## src/logic/asc_defs.svh

```systemverilog
`ifndef ASC_DEFS_SVH
`define ASC_DEFS_SVH

// Clock period, ns
`define ASC_CLK_NS 10
// Minimum times of the fastest grade, ns; asc_ctrl scales them for slower grades
`define ASC_T_CYCLE_NS 15
`define ASC_T_ACCESS_NS 15
`define ASC_T_WPULSE_NS 12
`define ASC_T_WPULSE_GHI_NS 10
`define ASC_T_ADDR_END_NS 12
`define ASC_T_DATA_END_NS 7
`define ASC_T_SEL_END_NS 10
`define ASC_T_OFF_NS 8
// Flops between the data pins and the logic that reads them
`define ASC_SYNC_STAGES 2
// Round a minimum up to whole cycles, at least one
`define ASC_CYC(ns) ((((ns) + `ASC_CLK_NS - 1) / `ASC_CLK_NS) < 1 ? 1 : \
  (((ns) + `ASC_CLK_NS - 1) / `ASC_CLK_NS))
`define ASC_AW 15
`define ASC_DW 9
`define ASC_CW 4
`define ASC_CNT_ZERO 4'h0
`define ASC_CNT_ONE 4'h1
`define ASC_ADDR_RST 15'h0000
`define ASC_DATA_RST 9'h000

`endif

```

## src/logic/asc_pkg.sv

```systemverilog
package asc_pkg;
  typedef enum logic [4:0] {
    ASC_IDLE = 5'h01,
    ASC_RSETUP = 5'h02,
    ASC_RWAIT = 5'h04,
    ASC_WPULSE = 5'h08,
    ASC_RECOVER = 5'h10
  } asc_state_t;
endpackage : asc_pkg

```

## src/logic/asc_sync.sv

```systemverilog
`timescale 1ns/1ns
`include "asc_defs.svh"
module asc_sync (
  // Clock and reset
  input wire logic ref_clk,
  input wire logic rst,
  // Pin side and synchronised side
  input wire logic [`ASC_DW-1:0] pinIn,
  output logic [`ASC_DW-1:0] syncOut
);
  logic [`ASC_DW-1:0] meta_q;
  genvar i;
  // Each line gets its own two-flop chain
  generate
    for (i = 0; i < `ASC_DW; i++) begin : g_bit
      always_ff @(posedge ref_clk or posedge rst) begin
        if (rst) begin
          meta_q[i] <= 1'b0;
          syncOut[i] <= 1'b0;
        end else begin
          meta_q[i] <= pinIn[i];
          syncOut[i] <= meta_q[i];
        end
      end
    end
  endgenerate
endmodule : asc_sync

```

## src/logic/asc_ctrl.sv

```systemverilog
`timescale 1ns/1ns
`include "asc_defs.svh"
// Rules that this block and the memory it drives work to
// Memory stores data only during select asserted and strobe low overlap.
// Select active needs low select low and high select high together.
// Write strobe stays high through every read cycle.
// Each cycle lasts at least the grade's cycle time between address changes.
// Address valid no later than select edge; data valid within access time.
// Memory holds old data at least 4 ns after an address change.
// Memory drives data within 8 ns of output enable falling.
// Memory floats data within 8 ns of select deasserting.
// Memory starts driving no sooner than 4 ns after select asserts.
// Memory floats data within 7 ns of output enable rising.
// Memory turn-off always faster than turn-on, so no bus contention.
// Strobe low at least 12 ns, or 10 ns with output enable high.
// Address valid 12 ns before write end; zero setup and hold allowed.
// Write data valid 7 ns before write end; zero hold allowed.
// Memory floats within 7 ns of strobe fall, drives 4 ns after rise.
// Enable falling with or after strobe keeps outputs floating.
// Output enable high during write keeps memory outputs floating.
// Select ending at or before strobe rise keeps outputs floating.
// Select asserted at least 10 ns before a select-ended write ends.
// Fifteen address lines, nine shared bidirectional data lines.
// Timing minima become whole clock cycles, rounded up, from grade parameter.
module asc_ctrl #(
  parameter int GRADE_NS = 15
) (
  // Clock and reset
  input wire logic ref_clk,
  input wire logic rst,
  // User request
  input wire logic reqValid,
  input wire logic reqWrite,
  input wire logic [`ASC_AW-1:0] reqAddr,
  input wire logic [`ASC_DW-1:0] reqWdata,
  output logic reqReady,
  output logic rspValid,
  output logic [`ASC_DW-1:0] rspRdata,
  // Memory pins
  output logic [`ASC_AW-1:0] address_lines,
  output logic chip_select_low_n,
  output logic chip_select_high,
  output logic outEnable_n,
  output logic writeStrobe_n,
  input wire logic [`ASC_DW-1:0] data_lines_i,
  output logic [`ASC_DW-1:0] data_lines_o,
  output logic data_lines_oe
);
  ////////////////////////////////////////////////////////////////////////////
  // Cycle counts; slower grades scale every minimum with the cycle time
  localparam int T_CYC = `ASC_T_CYCLE_NS * GRADE_NS / `ASC_T_CYCLE_NS;
  localparam int T_ACC = `ASC_T_ACCESS_NS * GRADE_NS / `ASC_T_CYCLE_NS;
  localparam int T_WP = `ASC_T_WPULSE_GHI_NS * GRADE_NS / `ASC_T_CYCLE_NS;
  localparam int T_AE = `ASC_T_ADDR_END_NS * GRADE_NS / `ASC_T_CYCLE_NS;
  localparam int T_DE = `ASC_T_DATA_END_NS * GRADE_NS / `ASC_T_CYCLE_NS;
  localparam int T_OFF = `ASC_T_OFF_NS * GRADE_NS / `ASC_T_CYCLE_NS;
  // Read waits access plus two sync flops; write pulse covers all write minima
  localparam int C_RD0 = `ASC_CYC(T_ACC) + `ASC_SYNC_STAGES;
  localparam int C_RD = C_RD0 > `ASC_CYC(T_CYC) ? C_RD0 : `ASC_CYC(T_CYC);
  localparam int C_W1 = `ASC_CYC(T_WP) > `ASC_CYC(T_AE) ? `ASC_CYC(T_WP) : `ASC_CYC(T_AE);
  localparam int C_W2 = C_W1 > `ASC_CYC(T_DE) ? C_W1 : `ASC_CYC(T_DE);
  localparam int C_WR = C_W2 > `ASC_CYC(T_CYC) ? C_W2 : `ASC_CYC(T_CYC);
  localparam int C_OFF = `ASC_CYC(T_OFF);
  localparam logic [`ASC_CW-1:0] RD_CNT = C_RD[`ASC_CW-1:0];
  localparam logic [`ASC_CW-1:0] WR_CNT = C_WR[`ASC_CW-1:0];
  localparam logic [`ASC_CW-1:0] OFF_CNT = C_OFF[`ASC_CW-1:0];

  ////////////////////////////////////////////////////////////////////////////
  asc_pkg::asc_state_t state_q, state_d;
  logic [`ASC_CW-1:0] cnt_q, cnt_d;
  logic [`ASC_DW-1:0] rdSync;
  logic lastRead_q;
  logic cntDone;
  logic accept;
  logic selOn;
  logic driveWr;

  // Data pins cross from the memory's domain
  asc_sync u_sync (
    .ref_clk(ref_clk),
    .rst(rst),
    .pinIn(data_lines_i),
    .syncOut(rdSync)
  );

  assign cntDone = (cnt_q == `ASC_CNT_ONE);
  assign accept = (state_q == asc_pkg::ASC_IDLE) && reqValid;
  assign selOn = (state_d == asc_pkg::ASC_RWAIT) || (state_d == asc_pkg::ASC_WPULSE);
  // Type comes from the request: lastRead_q still holds the previous one at the accepting edge
  assign driveWr = (accept && reqWrite) || (state_d == asc_pkg::ASC_WPULSE);

  always_comb begin
    state_d = state_q;
    cnt_d = (cnt_q == `ASC_CNT_ZERO) ? cnt_q : cnt_q - `ASC_CNT_ONE;
    case (state_q)
      asc_pkg::ASC_IDLE: begin
        if (reqValid) begin
          // Address goes out a cycle before select asserts
          state_d = asc_pkg::ASC_RSETUP;
        end
      end
      asc_pkg::ASC_RSETUP: begin
        state_d = lastRead_q ? asc_pkg::ASC_RWAIT : asc_pkg::ASC_WPULSE;
        cnt_d = lastRead_q ? RD_CNT : WR_CNT;
      end
      asc_pkg::ASC_RWAIT, asc_pkg::ASC_WPULSE: begin
        if (cntDone) begin
          state_d = asc_pkg::ASC_RECOVER;
          cnt_d = OFF_CNT;
        end
      end
      asc_pkg::ASC_RECOVER: begin
        // Gap lets the memory float before the next owner drives
        if (cntDone) begin
          state_d = asc_pkg::ASC_IDLE;
        end
      end
      default: begin
        state_d = asc_pkg::ASC_IDLE;
        cnt_d = `ASC_CNT_ZERO;
      end
    endcase
  end

  always_ff @(posedge ref_clk or posedge rst) begin
    if (rst) begin
      state_q <= asc_pkg::ASC_IDLE;
      cnt_q <= `ASC_CNT_ZERO;
      lastRead_q <= 1'b0;
    end else begin
      state_q <= state_d;
      cnt_q <= cnt_d;
      if (accept) begin
        lastRead_q <= !reqWrite;
      end
    end
  end

  ////////////////////////////////////////////////////////////////////////////
  // Pins: address and data held through the whole cycle, zero hold is met
  always_ff @(posedge ref_clk or posedge rst) begin
    if (rst) begin
      address_lines <= `ASC_ADDR_RST;
      data_lines_o <= `ASC_DATA_RST;
      data_lines_oe <= 1'b0;
      chip_select_low_n <= 1'b1;
      chip_select_high <= 1'b0;
      outEnable_n <= 1'b1;
      writeStrobe_n <= 1'b1;
    end else begin
      if (accept) begin
        address_lines <= reqAddr;
        data_lines_o <= reqWdata;
      end
      // Both selects switch together with opposite sense
      chip_select_low_n <= !selOn;
      chip_select_high <= selOn;
      // Write ends with strobe; select drops on the same edge, so neither outlasts the other
      writeStrobe_n <= !(state_d == asc_pkg::ASC_WPULSE);
      // Output enable stays high in writes so the shorter pulse applies
      outEnable_n <= !(state_d == asc_pkg::ASC_RWAIT);
      data_lines_oe <= driveWr;
    end
  end

  always_ff @(posedge ref_clk or posedge rst) begin
    if (rst) begin
      reqReady <= 1'b1;
      rspValid <= 1'b0;
      rspRdata <= `ASC_DATA_RST;
    end else begin
      reqReady <= (state_d == asc_pkg::ASC_IDLE);
      rspValid <= (state_q == asc_pkg::ASC_RWAIT) && cntDone;
      if ((state_q == asc_pkg::ASC_RWAIT) && cntDone) begin
        rspRdata <= rdSync;
      end
    end
  end
endmodule : asc_ctrl

```

## config.mk

```make
export PLATFORM = sky130hd
export DESIGN_NAME = asc_ctrl
export DESIGN_NICKNAME = d
export VERILOG_FILES = /design/src/logic/asc_pkg.sv /design/src/logic/asc_sync.sv /design/src/logic/asc_ctrl.sv
export VERILOG_INCLUDE_DIRS = /design/src /design/src/logic
export SDC_FILE = /design/constraint.sdc
export NUM_CORES = 1
export LEC_CHECK = 0
export BUFFER_PORTS_ARGS = -buffer_cell sky130_fd_sc_hd__buf_2
export CAP_MARGIN = 20
export CORE_MARGIN = 4
export CORE_UTILIZATION = 42
export DETAILED_ROUTE_END_ITERATION = 7
export PLACE_DENSITY = 0.67
export SLEW_MARGIN = 20
export SYNTH_ARGS = -nofsm -noshare
export SYNTH_HDL_FRONTEND = slang
export SYNTH_SLANG_ARGS = --single-unit
export TNS_END_PERCENT = 1
```

## constraint.sdc

```tcl
create_clock -name ref_clk -period 2.7 [get_ports ref_clk]
set_clock_uncertainty 0.2 [all_clocks]
set_input_delay 0.135 -clock ref_clk [delete_from_list [all_inputs] [get_ports ref_clk]]
set_output_delay 0.135 -clock ref_clk [all_outputs]
set_load 0.01 [all_outputs]
```

==> results of run 1 <==
[synthesized netlist by cell type, types with 2 or more instances]
master	number	share of area [%]
buf_6	5	2.1
dfrtp_1	63	58
dfstp_2	5	4.9
ha_1	3	1.4
inv_1	8	1.1
mux2_2	18	7.5
mux2_4	16	8.9
nand2_1	5	0.70
nand3_1	3	0.56
nand4_1	3	0.70
nand4_4	2	1.6
nor2_1	6	0.83
nor3_1	2	0.37
nor3b_2	2	0.93
o211ai_1	2	0.56
o21ai_1	2	0.37
xnor2_1	6	1.9
[through the flow]
stage	area (um2)	power (mW)	util [%]
2_1_floorplan	2700	2.62	-
3_3_place_gp	3120	2.99	51.5
3_5_place_dp	3120	3.03	51.5
4_1_cts	3740	4.13	61.7
5_1_grt	3740	4.37	61.7
6_report	3740	4.11	61.7
[layer usage]
metal  global-route usage, %  wire length (um)
met1                    19.3              2230
met2                    26.0              2770
met3                    5.08               402
met4                    5.36                53
met5                       0                 0
[cell type report]
type | instances | share of cell area, %
flip-flops and latches | 68 | 45.7
multi-input cells | 91 | 23.9
repair buffers | 114 | 20.2
clock buffers | 11 | 4.05
clock inverters | 5 | 2.88
well taps | 75 | 2.51
inverters | 8 | 0.803
[cell usage in the layout, fill, tap and decap left out, types with 3 or more instances in the layout]
cell type and count:
dlygate4sd3_1 36, ha_1 3, nand3_1 3, dfrtp_1 63, mux2_4 16, inv_1 7, nand2_1 5, dfstp_2 5
clkbuf_8 11, nand4_1 3, bufinv_16 3, xnor2_1 6, nor2_1 6, buf_2 76, mux2_2 18
[worst paths after layout]
path	start	to	slack [ns]
setup / recovery	state_q[3]$_DFF_PP0_	address_lines[11]$_DFFE_PP0P_	0.59
hold / removal	u_sync.meta_q[5]$_DFF_PP0_	u_sync.syncOut[5]$_DFF_PP0_	0.15
max in group asynchronous	rst	writeStrobe_n$_DFF_PP1_	1.35
setup reg to reg	state_q[3]$_DFF_PP0_	address_lines[11]$_DFFE_PP0P_	0.59
min in group asynchronous	rst	rspRdata[1]$_DFFE_PP0P_	0.22
hold reg to reg	u_sync.meta_q[5]$_DFF_PP0_	u_sync.syncOut[5]$_DFF_PP0_	0.15
[sequential cells by signal, summed over array words and instances, names as in the netlist]
| name | count |
|---|---|
| address_lines | 15 |
| data_lines_o | 9 |
| rspRdata | 9 |
| u_sync.meta_q | 9 |
| u_sync.syncOut | 9 |
| state_q | 5 |
| cnt_q | 4 |
| chip_select_high | 1 |
| chip_select_low_n | 1 |
| data_lines_oe | 1 |
| lastRead_q | 1 |
| outEnable_n | 1 |
| reqReady | 1 |
| rspValid | 1 |
| writeStrobe_n | 1 |
[logic make-up (layout without fill, tap and decap cells)]
kind of cell	Yosys count	count (layout)
flops	68	68
compound gates	13	13
fa+ha+maj	3	3
xor+xnor	6	6
simple gates	35	35
mux	34	34
buf+inv	15	138
[power by group through the flow]
stage | Clock (mW) | Combinational, mW | Sequential (mW)
3_3_place_gp | 0 | 1.37 | 1.62
6_report | 1.04 | 1.45 | 1.62
5_1_grt | 1.11 | 1.59 | 1.66
4_1_cts | 1.06 | 1.45 | 1.62
3_5_place_dp | 0 | 1.41 | 1.62
2_1_floorplan | 0 | 0.946 | 1.67
==> results.sh, run 1 <==
export IMPL_status="completed"
export IMPL_drcViolationCount=0
export IMPL_cts_tree="built"
export IMPL_yosys_warnings=0
export IMPL_cts_setup_buffers=0
export IMPL_combinationalPowerShare_pct=35.2
export IMPL_fp_coreArea_um2=6060
export IMPL_p_sw_mw=1.30
export IMPL_clkSinkCount=68
export IMPL_clk_pin_slew_ns=0.07
export IMPL_hold_class="flop to flop"
export IMPL_ctsHoldBuffers=36
export IMPL_async_reset_ff_share_pct=100
export IMPL_synth_top_family_by_area="multiplexers"
export IMPL_syn_nets=214
export IMPL_cp_depth=3
export IMPL_dp_hpwl_mm=3.54
export IMPL_antenna_found_initial=0
export IMPL_cts_resized=0
export IMPL_clk_latency_ns=0.33
export IMPL_dr_pass1_iters=4
export IMPL_syn_area_per_cell_um2=15.5
export IMPL_drv_cap=0
export IMPL_htreeDepth=3
export IMPL_cpPeakStageDelay_ns=0.55
export IMPL_n_antenna_cell=0
export IMPL_grt_pass1_vias=1876
export IMPL_synth_xor_area_share_pct=1.95
export IMPL_wl_per_cell_um=14.7
export IMPL_slew_viol_final=0
export IMPL_p_sw_share_pct=31.6
export IMPL_cp_max_fo=28
export IMPL_cp_top_family="simple AND/OR/NAND/NOR gates"
export IMPL_vdd_ir_drop_max_uv=659
export IMPL_dieArea_um2=7770
export IMPL_clock_path_buffers=2
export IMPL_drive_gt1_share_pct=48.1
export IMPL_synth_edff_count=0
export IMPL_power_leakage_nw=1.86
export IMPL_synthSimpleGateAreaFrac_pct=9.92
export IMPL_gp_congestion=0.841
export IMPL_setup_violations=0
export IMPL_dp_cells=320
export IMPL_clockPowerShare_pct=25.4
export IMPL_crit_path_end_kind="flop"
export IMPL_layoutNonFillerInstCount=372
export IMPL_timing_final_hold_violations=0
export IMPL_crit_buf_inv=0
export IMPL_worstPathArrival_ns=2.12
export IMPL_tns_ns=0
export IMPL_seqCellArea_um2=1710
export IMPL_synthesis_area_um2=2700
export IMPL_ios=77
export IMPL_clockRootBuffer="clkbuf_8"
export IMPL_synth_main_ff_cell="dfrtp_1"
export IMPL_yosysUniqueCellTypes=40
export IMPL_synthAdderAreaFrac_pct=1.39
export IMPL_start_util_pct=44.5
export IMPL_area_growth_pct=38.5
export IMPL_routed_via_density=4.78
export IMPL_pre_cts_ws_ns=0.610
export IMPL_synth_compound_area_share_pct=3.38
export IMPL_start_kind="flop"
export IMPL_synthMuxAreaShare_pct=16.4
export IMPL_reg2reg_depth=3
export IMPL_hold_depth=0
export IMPL_cts_buffers=9
export IMPL_power_density_nw_per_um2=1100
export IMPL_fmax_mhz=474
export IMPL_grt_overflow=0
export IMPL_tightestPinTransition_ns=0.618
export IMPL_finalNetCount=332
export IMPL_internal_power_mw=2.81
export IMPL_cp_cell_sequence="nor2_8 -> nand4_4 -> mux2_4"
export IMPL_fin_ws_ns=0.592
export IMPL_synth_cells=174
export IMPL_fin_crit_sh_pct=78.1
export IMPL_crit_type="flop to flop"
export IMPL_holdWs_ns=0.151
export IMPL_routed_wirelength_mm=5.46
export IMPL_drtIter0Drc=132
export IMPL_grt_usage_pct=15.7
export IMPL_antenna_left=0
export IMPL_grt_max_degree=33
export IMPL_rsz0062_at_grt="no"
export IMPL_die_h_um=88.2
export IMPL_multi_input_area_um2=892
export IMPL_post_route_min_period_ns=2.11
export IMPL_die_width_um=88.2
export IMPL_worst_path_max_delay_cell="dfrtp_1"
export IMPL_critPathRequiredTime_ns=2.71
export IMPL_grt_pass1_wl_mm=9.25
export IMPL_relSlewSlack_pct=58.7
export IMPL_p_seq_share_pct=39.4
export IMPL_fillers=466
export IMPL_synth_seq_cells=68
export IMPL_yosysSeqAreaShare_pct=63.3
export IMPL_vias=1778
export IMPL_placementRows=28
export IMPL_numPortBuffers=76
No activity file was read; power rests on OpenSTA's default activity.
==> run 2: changes to the inputs <==
ABC_AREA = 1   (was not set)
PLACE_DENSITY = 0.7   (was 0.67)
clock period = 1.7 ns   (was 2.7 ns; I/O delays follow)
==> results.sh, run 2 <==
export IMPL_status="completed"
export IMPL_drive_gt1_share_pct=28.1
export IMPL_clk_latency_ns=0.33
export IMPL_power_leakage_nw=2.04
export IMPL_finalNetCount=434
export IMPL_numPortBuffers=76
export IMPL_final_cell_area_um2=3680
export IMPL_largest_reg_flops=15
export IMPL_crit_type="flop to flop"
export IMPL_tns_ns=0
export IMPL_grt_pass1_vias=2194
export IMPL_grt_pass1_wl_mm=9.64
export IMPL_cp_cell_sequence="nor2_4 -> nand2_2 -> nor2_4 -> nand2_4 -> buf_12 -> o21ai_0"
export IMPL_async_reset_ff_share_pct=100
export IMPL_start_kind="flop"
export IMPL_synth_cells=271
export IMPL_routed_via_density=4.48
export IMPL_dp_hpwl_mm=3.59
export IMPL_clockRootBuffer="clkbuf_8"
export IMPL_ios=77
export IMPL_yosysSeqAreaShare_pct=66.0
export IMPL_hold_class="flop to flop"
export IMPL_setup_violations=0
export IMPL_fin_crit_sh_pct=92.6
export IMPL_drcViolationCount=0
export IMPL_synthesis_area_um2=2590
export IMPL_syn_nets=311
export IMPL_cp_top_family="simple AND/OR/NAND/NOR gates"
export IMPL_crit_path_end_kind="flop"
export IMPL_holdWs_ns=0.146
export IMPL_die_width_um=86.5
export IMPL_drtIter0Drc=107
export IMPL_yosysUniqueCellTypes=19
export IMPL_cpPeakStageDelay_ns=0.46
export IMPL_placementRows=28
export IMPL_cts_setup_buffers=0
export IMPL_post_route_min_period_ns=1.57
export IMPL_cts_tree="built"
export IMPL_synth_main_ff_cell="dfrtp_1"
export IMPL_relSlewSlack_pct=76.9
export IMPL_grt_usage_pct=16.4
export IMPL_routed_wirelength_mm=5.45
export IMPL_cp_max_fo=20
export IMPL_yosys_warnings=0
export IMPL_dr_pass1_iters=4
export IMPL_grt_overflow=0
export IMPL_synth_most_common_cell="nand2_1"
export IMPL_die_h_um=86.5
export IMPL_clkSinkCount=68
export IMPL_dieArea_um2=7480
export IMPL_n_antenna_cell=0
export IMPL_vias=2123
export IMPL_cpMostUsedCell="nor2_4"
export IMPL_synth_top_area_share_pct=60.9
export IMPL_grt_max_degree=69
export IMPL_postPlaceCellArea_um2=3090
export IMPL_fmax_mhz=635
export IMPL_layout_commonest_cell="nand2_1"
export IMPL_slew_viol_final=0
export IMPL_tightestPinTransition_ns=0.346
export IMPL_synth_seq_cells=68
export IMPL_finalPower_mw=5.96
export IMPL_drv_cap=0
export IMPL_vdd_ir_drop_max_uv=880
export IMPL_rsz0062_at_grt="no"
export IMPL_clk_pin_slew_ns=0.07
export IMPL_area_growth_pct=42.1
export IMPL_cts_buffers=9
export IMPL_synth_edff_count=0
export IMPL_clock_path_buffers=2
export IMPL_htreeDepth=3
export IMPL_synthTopCellsByCount="nand2_1, dfrtp_1, inv_1"
export IMPL_gp_congestion=0.866
export IMPL_power_density_nw_per_um2=1620
export IMPL_worstPathArrival_ns=1.63
export IMPL_wl_per_cell_um=11.5
export IMPL_synthTopCellsByArea="dfrtp_1, nand2_1, dfstp_2"
export IMPL_antenna_found_initial=0
export IMPL_antenna_left=0
export IMPL_regMostFlops="address_lines"
export IMPL_timing_final_hold_violations=0
export IMPL_syn_area_per_cell_um2=9.55
export IMPL_fp_coreArea_um2=5960
export IMPL_start_util_pct=43.4
export IMPL_critPathRequiredTime_ns=1.75
export IMPL_synth_top_cell_by_area="dfrtp_1"
export IMPL_crit_buf_inv=1
export IMPL_layout_common_cells="nand2_1, buf_2, dfrtp_1"
export IMPL_worst_path_max_delay_cell="dfrtp_1"
[run 2: changes by cell type after synthesis, sizes merged, moves of 3 or more]
cell,previous run,this run
mux2,34,0
inv,8,21
nand2,5,142
nor3,3,0
xnor2,6,0
buf,7,4
nand3,3,11
nor2,8,12
[run 2: final cells by class]
class	instances	area (um2)
clock inverter	5	83.8
clock buffer	11	141
fill	525	2280
sequential	68	1710
inverter	22	92.6
timing repair buffer	116	796
tap	75	93.8
multi-input combinational	177	761
[run 2: cell families after synthesis]
group | synth area share (%)
AOI/OAI and AO/OA | 0.919
buffers and inverters | 4.59
adders and majority gates | 1.45
and+or+nand+nor | 27.0
DFF | 66.0
[run 2: stage by stage]
step           setup WS [ns]  std cells  util [%]
6_report               0.125        474      61.7
5_1_grt              0.00511        474      61.7
3_3_place_gp           0.134        422      51.8
3_5_place_dp           0.108        422      51.8
2_1_floorplan          0.229        271         -
4_1_cts               0.0863        474      61.7
[run 2: final timing paths]
check / to / depth (start not counted) / slack [ns] / start
worst max register to register: lastRead_q$_DFFE_PP0P_ / 6 / 0.13 / state_q[3]$_DFF_PP0_
worst min register to register: u_sync.syncOut[5]$_DFF_PP0_ / 0 / 0.15 / u_sync.meta_q[5]$_DFF_PP0_
min in group asynchronous: u_sync.meta_q[7]$_DFF_PP0_ / 4 / 0.17 / rst
max in group asynchronous: reqReady$_DFF_PP1_ / 4 / 0.79 / rst
worst max-delay path: lastRead_q$_DFFE_PP0P_ / 6 / 0.13 / state_q[3]$_DFF_PP0_
worst min-delay path: u_sync.syncOut[5]$_DFF_PP0_ / 0 / 0.15 / u_sync.meta_q[5]$_DFF_PP0_
[run 2: worst register-to-register path: cells and delay by family, from the launching register on]
kind	cells	cell delay, ns
DFF	1	0.46
buffers and inverters	1	0.17
AOI/OAI and AO/OA	1	0.15
and+or+nand+nor	4	0.51
[run 2: report_power, final]
group	internal (mW)	switching [mW]	total, mW
combinational	0.831	1.24	2.07
clock	0.872	0.604	1.48
sequential	2.14	0.283	2.42
total	3.84	2.12	5.96
[run 2: timing repair]
action,in CTS,in global routing
resized for setup,0,1
hold buffers,36,0
setup endpoints to repair,0,12
endpoints found under the hold margin,106,0
[run 2: metal layers]
layer  GRT usage, %  share of wire, %  routed length [um]
met2           26.4                48                2610
met4           5.95               1.4                  76
met3           4.85               7.0                 381
met1           21.1                44                2370
met5              0                 0                   0
